`src/agb_pkg.sv`:
```
package agb_pkg;

  // address mode selection
  typedef enum logic [2:0] {
    MODE_ABS_FIRST  = 3'b000,
    MODE_ABS_SECOND = 3'b001,
    MODE_IND_IDX    = 3'b010,
    MODE_IDX_IND    = 3'b011,
    MODE_ZP         = 3'b100,
    MODE_ZP_FIRST   = 3'b101,
    MODE_ZP_SECOND  = 3'b110
  } addr_mode_e;

  // instruction operations on the index/flag datapath
  typedef enum logic [3:0] {
    OP_NONE                   = 4'h0,
    OP_INCREMENT_FIRST_INDEX  = 4'h1,
    OP_DECREMENT_FIRST_INDEX  = 4'h2,
    OP_INCREMENT_SECOND_INDEX = 4'h3,
    OP_DECREMENT_SECOND_INDEX = 4'h4,
    OP_COMPARE_FIRST_INDEX    = 4'h5,
    OP_COMPARE_SECOND_INDEX   = 4'h6,
    OP_LOAD_ACCUMULATOR       = 4'h7,
    OP_LOAD_FIRST_INDEX       = 4'h8,
    OP_LOAD_SECOND_INDEX      = 4'h9,
    OP_BRANCH_IF_ZERO_SET     = 4'hA,
    OP_BRANCH_IF_ZERO_CLEAR   = 4'hB
  } exec_op_e;

  typedef enum logic [1:0] {
    AG_IDLE = 2'b00,
    AG_PTR_LOW = 2'b01,
    AG_PTR_HIGH = 2'b10,
    AG_DONE = 2'b11
  } ag_state_e;

  typedef struct packed {
    addr_mode_e mode;
    logic [15:0] operand;
  } addr_req_s;

  typedef struct packed {
    exec_op_e op;
    logic [7:0] value;
  } exec_req_s;

  localparam logic [7:0] ZERO_PAGE_HIGH = 8'h00;
  localparam logic [7:0] BYTE_MAX = 8'hFF;
  localparam logic [7:0] BYTE_ZERO = 8'h00;
  localparam logic [15:0] PC_RESET = 16'h0000;
  localparam logic [15:0] EA_RESET = 16'h0000;

endpackage : agb_pkg

```
`src/index_unit.sv`:
```
`timescale 1ns/100ps
// one index register with load, wrapping step and compare
module index_unit
  import agb_pkg::*;
(
  // clock and reset
  input wire logic clock,
  input wire logic rst_n,
  // control
  input wire logic load,
  input wire logic inc,
  input wire logic dec,
  input wire logic [7:0] load_value,
  input wire logic [7:0] cmp_value,
  // results
  output logic [7:0] value,
  output logic [7:0] step_result,
  output logic cmp_equal
);

  logic [7:0] value_reg;
  logic [7:0] value_next;

  // 8-bit add and subtract drop the carry, so ff wraps to 00 and 00 to ff
  assign step_result = inc ? value_reg + 8'h01 : value_reg - 8'h01;
  assign value_next = load ? load_value : ((inc || dec) ? step_result : value_reg);
  assign cmp_equal = (value_reg == cmp_value);
  assign value = value_reg;

  always_ff @(posedge clock or negedge rst_n)
  begin
    if (!rst_n)
      value_reg <= BYTE_ZERO;
    else
      value_reg <= value_next;
  end

endmodule // index_unit

```
`src/cpu_address_gen_branch.sv`:
```
`timescale 1ns/100ps
module cpu_address_gen_branch
  import agb_pkg::*;
(
  // clock and reset
  input wire logic clock,
  input wire logic rst_n,
  // address request
  input wire logic addr_start,
  input wire addr_req_s addr_req,
  output logic addr_busy,
  output logic addr_valid,
  output logic [15:0] effective_addr,
  // pointer fetch from memory
  output logic mem_read,
  output logic [15:0] mem_addr,
  input wire logic [7:0] mem_rdata,
  input wire logic mem_rvalid,
  // execution request
  input wire logic exec_start,
  input wire exec_req_s exec_req,
  input wire logic [15:0] next_pc,
  output logic [15:0] pc,
  output logic branch_taken,
  // state
  output logic zero_flag,
  output logic [7:0] first_index,
  output logic [7:0] second_index,
  output logic [7:0] accumulator
);

  ag_state_e state_reg, state_next;
  addr_mode_e mode_reg;
  logic [7:0] zp_ptr_reg;
  logic [7:0] ptr_low_reg;
  logic [15:0] ea_reg;
  logic [15:0] ea_next;
  logic [15:0] pc_reg;
  logic zero_reg;
  logic taken_reg;
  logic [7:0] acc_reg;

  // index registers
  logic x_load, x_inc, x_dec, y_load, y_inc, y_dec;
  logic [7:0] x_val, y_val, x_step, y_step;
  logic x_eq, y_eq;

  wire logic exec_go = exec_start;
  wire exec_op_e op = exec_req.op;
  assign x_load = exec_go && (op == OP_LOAD_FIRST_INDEX);
  assign x_inc = exec_go && (op == OP_INCREMENT_FIRST_INDEX);
  assign x_dec = exec_go && (op == OP_DECREMENT_FIRST_INDEX);
  assign y_load = exec_go && (op == OP_LOAD_SECOND_INDEX);
  assign y_inc = exec_go && (op == OP_INCREMENT_SECOND_INDEX);
  assign y_dec = exec_go && (op == OP_DECREMENT_SECOND_INDEX);

  index_unit u_first
  (
    .clock(clock),
    .rst_n(rst_n),
    .load(x_load),
    .inc(x_inc),
    .dec(x_dec),
    .load_value(exec_req.value),
    .cmp_value(exec_req.value),
    .value(x_val),
    .step_result(x_step),
    .cmp_equal(x_eq)
  );

  index_unit u_second
  (
    .clock(clock),
    .rst_n(rst_n),
    .load(y_load),
    .inc(y_inc),
    .dec(y_dec),
    .load_value(exec_req.value),
    .cmp_value(exec_req.value),
    .value(y_val),
    .step_result(y_step),
    .cmp_equal(y_eq)
  );

  // address generation
  wire addr_req_s req = addr_req;
  wire logic [15:0] abs_x_sum = req.operand + {8'h00, x_val};
  wire logic [15:0] abs_y_sum = req.operand + {8'h00, y_val};
  wire logic [7:0] zp_x_sum = req.operand[7:0] + x_val;
  wire logic [7:0] zp_y_sum = req.operand[7:0] + y_val;
  wire logic is_ptr_mode = (req.mode == MODE_IND_IDX) || (req.mode == MODE_IDX_IND);
  wire logic [7:0] ptr_start = (req.mode == MODE_IDX_IND) ? zp_x_sum : req.operand[7:0];
  wire logic [7:0] ptr_second = zp_ptr_reg + 8'h01;
  wire logic [15:0] ptr_full = {mem_rdata, ptr_low_reg};
  wire logic [15:0] ind_y_sum = ptr_full + {8'h00, y_val};

  logic [15:0] direct_ea;
  always_comb
  begin
    case (req.mode)
      MODE_ABS_FIRST: direct_ea = abs_x_sum;
      MODE_ABS_SECOND: direct_ea = abs_y_sum;
      MODE_ZP: direct_ea = {ZERO_PAGE_HIGH, req.operand[7:0]};
      MODE_ZP_FIRST: direct_ea = {ZERO_PAGE_HIGH, zp_x_sum};
      MODE_ZP_SECOND: direct_ea = {ZERO_PAGE_HIGH, zp_y_sum};
      default: direct_ea = req.operand;
    endcase
  end

  always_comb
  begin
    state_next = state_reg;
    ea_next = ea_reg;
    case (state_reg)
      AG_IDLE, AG_DONE:
      begin
        if (addr_start && is_ptr_mode)
          state_next = AG_PTR_LOW;
        else if (addr_start)
        begin
          state_next = AG_DONE;
          ea_next = direct_ea;
        end
        else
          state_next = AG_IDLE;
      end
      AG_PTR_LOW:
        if (mem_rvalid)
          state_next = AG_PTR_HIGH;
      AG_PTR_HIGH:
        if (mem_rvalid)
        begin
          state_next = AG_DONE;
          ea_next = (mode_reg == MODE_IND_IDX) ? ind_y_sum : ptr_full;
        end
      default: state_next = AG_IDLE;
    endcase
  end

  wire logic accept = addr_start && ((state_reg == AG_IDLE) || (state_reg == AG_DONE));

  always_ff @(posedge clock or negedge rst_n)
  begin
    if (!rst_n)
    begin
      state_reg <= AG_IDLE;
      mode_reg <= MODE_ZP;
      zp_ptr_reg <= BYTE_ZERO;
      ptr_low_reg <= BYTE_ZERO;
      ea_reg <= EA_RESET;
    end
    else
    begin
      state_reg <= state_next;
      ea_reg <= ea_next;
      if (accept)
      begin
        mode_reg <= req.mode;
        zp_ptr_reg <= ptr_start;
      end
      if (state_reg == AG_PTR_LOW && mem_rvalid)
      begin
        ptr_low_reg <= mem_rdata;
        zp_ptr_reg <= ptr_second;
      end
    end
  end

  assign addr_busy = (state_reg == AG_PTR_LOW) || (state_reg == AG_PTR_HIGH);
  assign addr_valid = (state_reg == AG_DONE);
  assign effective_addr = ea_reg;
  assign mem_read = addr_busy;
  assign mem_addr = {ZERO_PAGE_HIGH, zp_ptr_reg};

  // flag, accumulator and branch
  logic zero_next;
  always_comb
  begin
    zero_next = zero_reg;
    if (exec_go)
    begin
      case (op)
        OP_INCREMENT_FIRST_INDEX, OP_DECREMENT_FIRST_INDEX: zero_next = ~|x_step;
        OP_INCREMENT_SECOND_INDEX, OP_DECREMENT_SECOND_INDEX: zero_next = ~|y_step;
        OP_COMPARE_FIRST_INDEX: zero_next = x_eq;
        OP_COMPARE_SECOND_INDEX: zero_next = y_eq;
        OP_LOAD_ACCUMULATOR, OP_LOAD_FIRST_INDEX, OP_LOAD_SECOND_INDEX:
          zero_next = (exec_req.value == BYTE_ZERO);
        default: zero_next = zero_reg;
      endcase
    end
  end

  wire logic is_branch = exec_go && (op inside {OP_BRANCH_IF_ZERO_SET, OP_BRANCH_IF_ZERO_CLEAR});
  wire logic take = is_branch && ((op == OP_BRANCH_IF_ZERO_SET) == zero_reg);
  wire logic [15:0] offset_ext = {{8{exec_req.value[7]}}, exec_req.value};
  wire logic [15:0] branch_target = next_pc + offset_ext;

  always_ff @(posedge clock or negedge rst_n)
  begin
    if (!rst_n)
    begin
      zero_reg <= 1'b0;
      pc_reg <= PC_RESET;
      taken_reg <= 1'b0;
      acc_reg <= BYTE_ZERO;
    end
    else
    begin
      zero_reg <= zero_next;
      taken_reg <= take;
      if (is_branch)
        pc_reg <= take ? branch_target : next_pc;
      if (exec_go && op == OP_LOAD_ACCUMULATOR)
        acc_reg <= exec_req.value;
    end
  end

  assign pc = pc_reg;
  assign branch_taken = taken_reg;
  assign zero_flag = zero_reg;
  assign first_index = x_val;
  assign second_index = y_val;
  assign accumulator = acc_reg;

  property p_wrap_first;
    @(posedge clock) disable iff (!rst_n)
    (exec_go && op == OP_INCREMENT_FIRST_INDEX && x_val == BYTE_MAX) |=> (x_val == BYTE_ZERO);
  endproperty
  a_wrap_first: assert property (p_wrap_first) else $error("first index no wrap");

  property p_dec_wrap;
    @(posedge clock) disable iff (!rst_n)
    (exec_go && op == OP_DECREMENT_SECOND_INDEX && y_val == BYTE_ZERO)
      |=> (y_val == BYTE_MAX && !zero_flag);
  endproperty
  a_dec_wrap: assert property (p_dec_wrap) else $error("second index no wrap");

  property p_zero_load;
    @(posedge clock) disable iff (!rst_n)
    (exec_go && op == OP_LOAD_ACCUMULATOR) |=> (zero_flag == ($past(exec_req.value) == 8'h00));
  endproperty
  a_zero_load: assert property (p_zero_load) else $error("zero flag wrong");

  property p_compare;
    @(posedge clock) disable iff (!rst_n)
    (exec_go && op == OP_COMPARE_FIRST_INDEX)
      |=> (zero_flag == ($past(x_val) == $past(exec_req.value)));
  endproperty
  a_compare: assert property (p_compare) else $error("compare flag wrong");

  property p_not_taken;
    @(posedge clock) disable iff (!rst_n)
    (is_branch && !take) |=> (pc == $past(next_pc) && !branch_taken && $stable(zero_flag));
  endproperty
  a_not_taken: assert property (p_not_taken) else $error("untaken branch moved");

  property p_branch_range;
    @(posedge clock) disable iff (!rst_n)
    take |=> (branch_taken && (pc - $past(next_pc) + 16'h0080 <= 16'h00FF));
  endproperty
  a_branch_range: assert property (p_branch_range) else $error("branch out of range");

  property p_zp_fetch;
    @(posedge clock) disable iff (!rst_n)
    (state_reg == AG_PTR_HIGH && $past(state_reg) == AG_PTR_LOW)
      |-> (mem_addr == {8'h00, $past(mem_addr[7:0]) + 8'h01});
  endproperty
  a_zp_fetch: assert property (p_zp_fetch) else $error("pointer fetch off page zero");

  property p_ind_idx;
    @(posedge clock) disable iff (!rst_n)
    (state_reg == AG_PTR_HIGH && mem_rvalid && mode_reg == MODE_IND_IDX)
      |=> (effective_addr == $past(ptr_full) + {8'h00, $past(y_val)});
  endproperty
  a_ind_idx: assert property (p_ind_idx) else $error("indirect indexed wrong");

  property p_abs_idx;
    @(posedge clock) disable iff (!rst_n)
    (accept && req.mode == MODE_ABS_FIRST)
      |=> (addr_valid && effective_addr == $past(req.operand) + {8'h00, $past(x_val)});
  endproperty
  a_abs_idx: assert property (p_abs_idx) else $error("absolute indexed wrong");

endmodule // cpu_address_gen_branch

```
`config.mk`:
```
export PLATFORM = sky130hd
export DESIGN_NAME = cpu_address_gen_branch
export DESIGN_NICKNAME = d
export VERILOG_FILES = /design/src/agb_pkg.sv /design/src/index_unit.sv /design/src/cpu_address_gen_branch.sv
export SDC_FILE = /design/constraint.sdc
export NUM_CORES = 1
export LEC_CHECK = 0
export ABC_AREA = 1
export BUFFER_PORTS_ARGS = -buffer_cell sky130_fd_sc_hd__buf_2
export CORE_MARGIN = 2
export CORE_UTILIZATION = 58
export CTS_CLUSTER_DIAMETER = 60
export DETAILED_ROUTE_END_ITERATION = 16
export PLACE_DENSITY = 0.81
export SYNTH_ARGS = -nofsm -noshare
export SYNTH_HDL_FRONTEND = slang
export SYNTH_SLANG_ARGS = --single-unit
export TNS_END_PERCENT = 100
```
`constraint.sdc`:
```
create_clock -name clock -period 2.7 [get_ports clock]
set_input_delay 0.54 -clock clock [delete_from_list [all_inputs] [get_ports clock]]
set_output_delay 0.54 -clock clock [all_outputs]
set_load 0.005 [all_outputs]
```
==> key figures <==
Critical path
  – CP Launch Type: register
  – Reg2reg end: effective_addr[10]
  – Slowest CP cell: dfrtp_2
  – CP endpoint kind: register
  – Max FO, Critical Path: 6
  – Most frequent CP cell: nand2_1
  – Bufs and invs on worst path: 1
  – CP Cell Sequence: ha_1, inv_1, fa_1, o21ai_1, nand3_1, nand2_1, nand3_1, o211ai_1, nand2_1, nand2_1, nand2_1
  – Critical path's top delay family: simple AND/OR/NAND/NOR gates
  – Required @ worst endpoint: 2.95 ns
  – Max stage delay on crit path: 0.45 ns
  – Flop2flop setup slack: ~0.33 ns
  – Worst r2r src: u_second.value[0]
  – Cell count of the worst reg-to-reg path: 11
  – Worst path arrival time: 2.62 ns
  – Critical path class: reg2reg

GRT
  – Global route overflow: 0
  – Initial antenna violation count: 0
  – Largest net degree at the start of global routing: 80
  – Total track usage: 32.5%
  – First-pass GRT wire length: approximately 37000 µm
  – Vias in the first global route: ~7600

Clock tree
  – Clock latency on the worst-skew pair: 0.35 ns
  – Resized cells post-CTS: 0
  – Clock Pin Slew Worst Setup and Hold Paths: 0.06 ns
  – H-Tree Depth: 3
  – CTS max path bufs: 2
  – TritonCTS clock tree: done
  – Num CTS Buffers: 9
  – Post-CTS Setup Repair Bufs: 0
  – CTS sink count: 79
  – Clock Tree Root: clkbuf_16
  – Post-CTS Hold Buffers: 0

Die
  – Initial core utilization: between 50 and 60%
  – Core area: 0.0131 mm²
  – Die Area: ~0.014 mm²
  – Width of the die: 120 µm
  – # IOs: 137
  – Die height: 120 µm
  – Core Rows: 42

STA
  – Post-route clock period utilization: 87.8%
  – Final Hold Fails: 0
  – Least-Margin Pin Slew: ~0.62 ns
  – Final setup fails: 0
  – Setup TNS: 0 ns
  – Final critical-path setup slack: about 0.33 ns
  – Setup Skew: roughly 0.0052 ns
  – Min Tclk post-route: 2.37 ns
  – Max-slew violation count: 0
  – Max Fclk: roughly 0.42 GHz
  – Max_slew headroom: slightly below 60%
  – RSZ-0062 raised after global routing: no

Power
  – Leak: 0.00496 µW
  – Max IR drop VDD: ~0.43 mV
  – PD cells: 994 mW/mm²

Yosys
  – Synthesized area per cell: 6.54 µm²
  – Gate count after technology mapping: between 1000 and 1500
  – Syn Std Cell Area: 0.00774 mm²
  – Unique masters post-synth: 49
  – Syn. warnings: 0
  – Post-synthesis sequential area ratio: 25.5%
  – FF+latch count, synth: 79

Placed design
  – Hpwl dp: ~17000 µm
  – Setup slack at placement: -0.0175 ns
  – Placed Cells: 1496
  – GP Congestion: approximately 1
  – I/O Buffers: about 130

Layout
  – Final Non-Filler Cells: 1512
  – Final cell utilization of the core: between 60% and 70%
  – Fraction of layout cells with a size suffix above 1: 15.9%
  – Most frequent cells in the layout: nand2_1, inv_1, buf_2, nand3_1, dfrtp_1
  – Layout area overhead: 17.2%
  – # diodes: 0
  – Commonest non-fill, non-tap cell in the layout: nand2_1
  – Nets@finish: between 1000 and 1500

Job
  – MaxCap Viol Count: 0

Drt
  – Total wire length: 22900 µm
  – Via density: between 5 and 6
  – DR DRC count: 0
  – Routed wire per std cell: 15.2 µm
  – Routed Antenna Nets: 0
  – Vias: about 8500
  – DR pass1 iterations: 6
  – Initial drt markers: a little over 700

Run status
  – Status: complete, no violations

Min path
  – Hold Crit Class: in2async
## metal layers
metal	global-route usage [%]	routed length, µm	vias up
met5	0	0	-
met4	14.6	719	0
met3	3.80	1840	52
met2	52.1	10400	377
met1	44.3	9970	3835
li1	-	-	4211
## logic make-up after synthesis
logic type | after synthesis | synth area share (%)
and+or+nand+nor | 609 | 33.8
AOI/OAI and AO/OA | 212 | 15.9
buffers and inverters | 186 | 9.66
DFF | 79 | 25.5
adders and majority gates | 71 | 12.2
xor gates and xnor gates | 25 | 2.83
other | 1 | 0.0484
muxes | 1 | 0.145
## where the power goes
part	internal (µW)	total, µW	switching (µW)	leakage (µW)
sequential	1670	2180	510	0.000961
combinational	2150	5370	3220	0.00383
clock	932	1470	541	0.000170
total	4740	9020	4270	0.00496
## stage by stage
step	power, µW	cell area, µm²	hold slack (ns)
after floorplan	5740	7810	0.244
after global placement	7330	8730	0.458
after detailed placement	7430	8730	0.461
after CTS	8940	9070	0.232
after global routing	9790	9070	0.262
final	9020	9070	0.193
## Yosys cell counts (all sizes together)
master   number  area [µm²]
a22oi         3        22.5
o21bai        7        52.6
o22ai         8        50.1
xnor2        10        87.6
a211oi        2        15.0
inv         159         597
mux2          1        11.3
o2111ai       1        8.76
nand2       360        1360
a221oi        1        8.76
xor2         15         131
a21oi        71         355
nor3         17         106
fa            7         140
a21o          2        15.0
a31oi         4        25.0
nand4        16         100
o21ai        76         380
clkbuf       10        37.5
o31ai         1        7.51
o221ai       11        96.3
nand3       113         566
conb          1        3.75
and2          1        6.26
buf          15         106
nor2         80         329
nand3b        8        60.1
or2          12        75.1
clkinv        2        7.51
dfrtp        78        1950
ha           64         801
nor4          2        12.5
a21boi        8        60.1
a2bb2oi       2        17.5
dfstp         1        26.3
o21a          4        30.0
o211ai       11        82.6
## worst max-delay path by stage
stage	depth (start not counted)	slack (ns)	to	start
finish	11	0.33	effective_addr[10]	u_second.value[0]
global route	17	0.009	effective_addr[10]	addr_req[17]
CTS	11	0.27	effective_addr[10]	u_second.value[0]
detailed placement	15	-0.02	effective_addr[14]	addr_req[17]
global placement	14	0.05	zero_flag	exec_req[11]
floorplan	17	0.02	effective_addr[14]	addr_req[18]
## area by class of cell
class	instances	area (µm²)
Fill cell	1182	4060
Sequential cell	79	1980
Multi-Input combinational cell	926	5070
Clock buffer	11	243
Inverter	161	604
Clock inverter	5	104
Tap cell	176	220
Timing Repair Buffer	154	851
(Power assumes the default switching activity.)
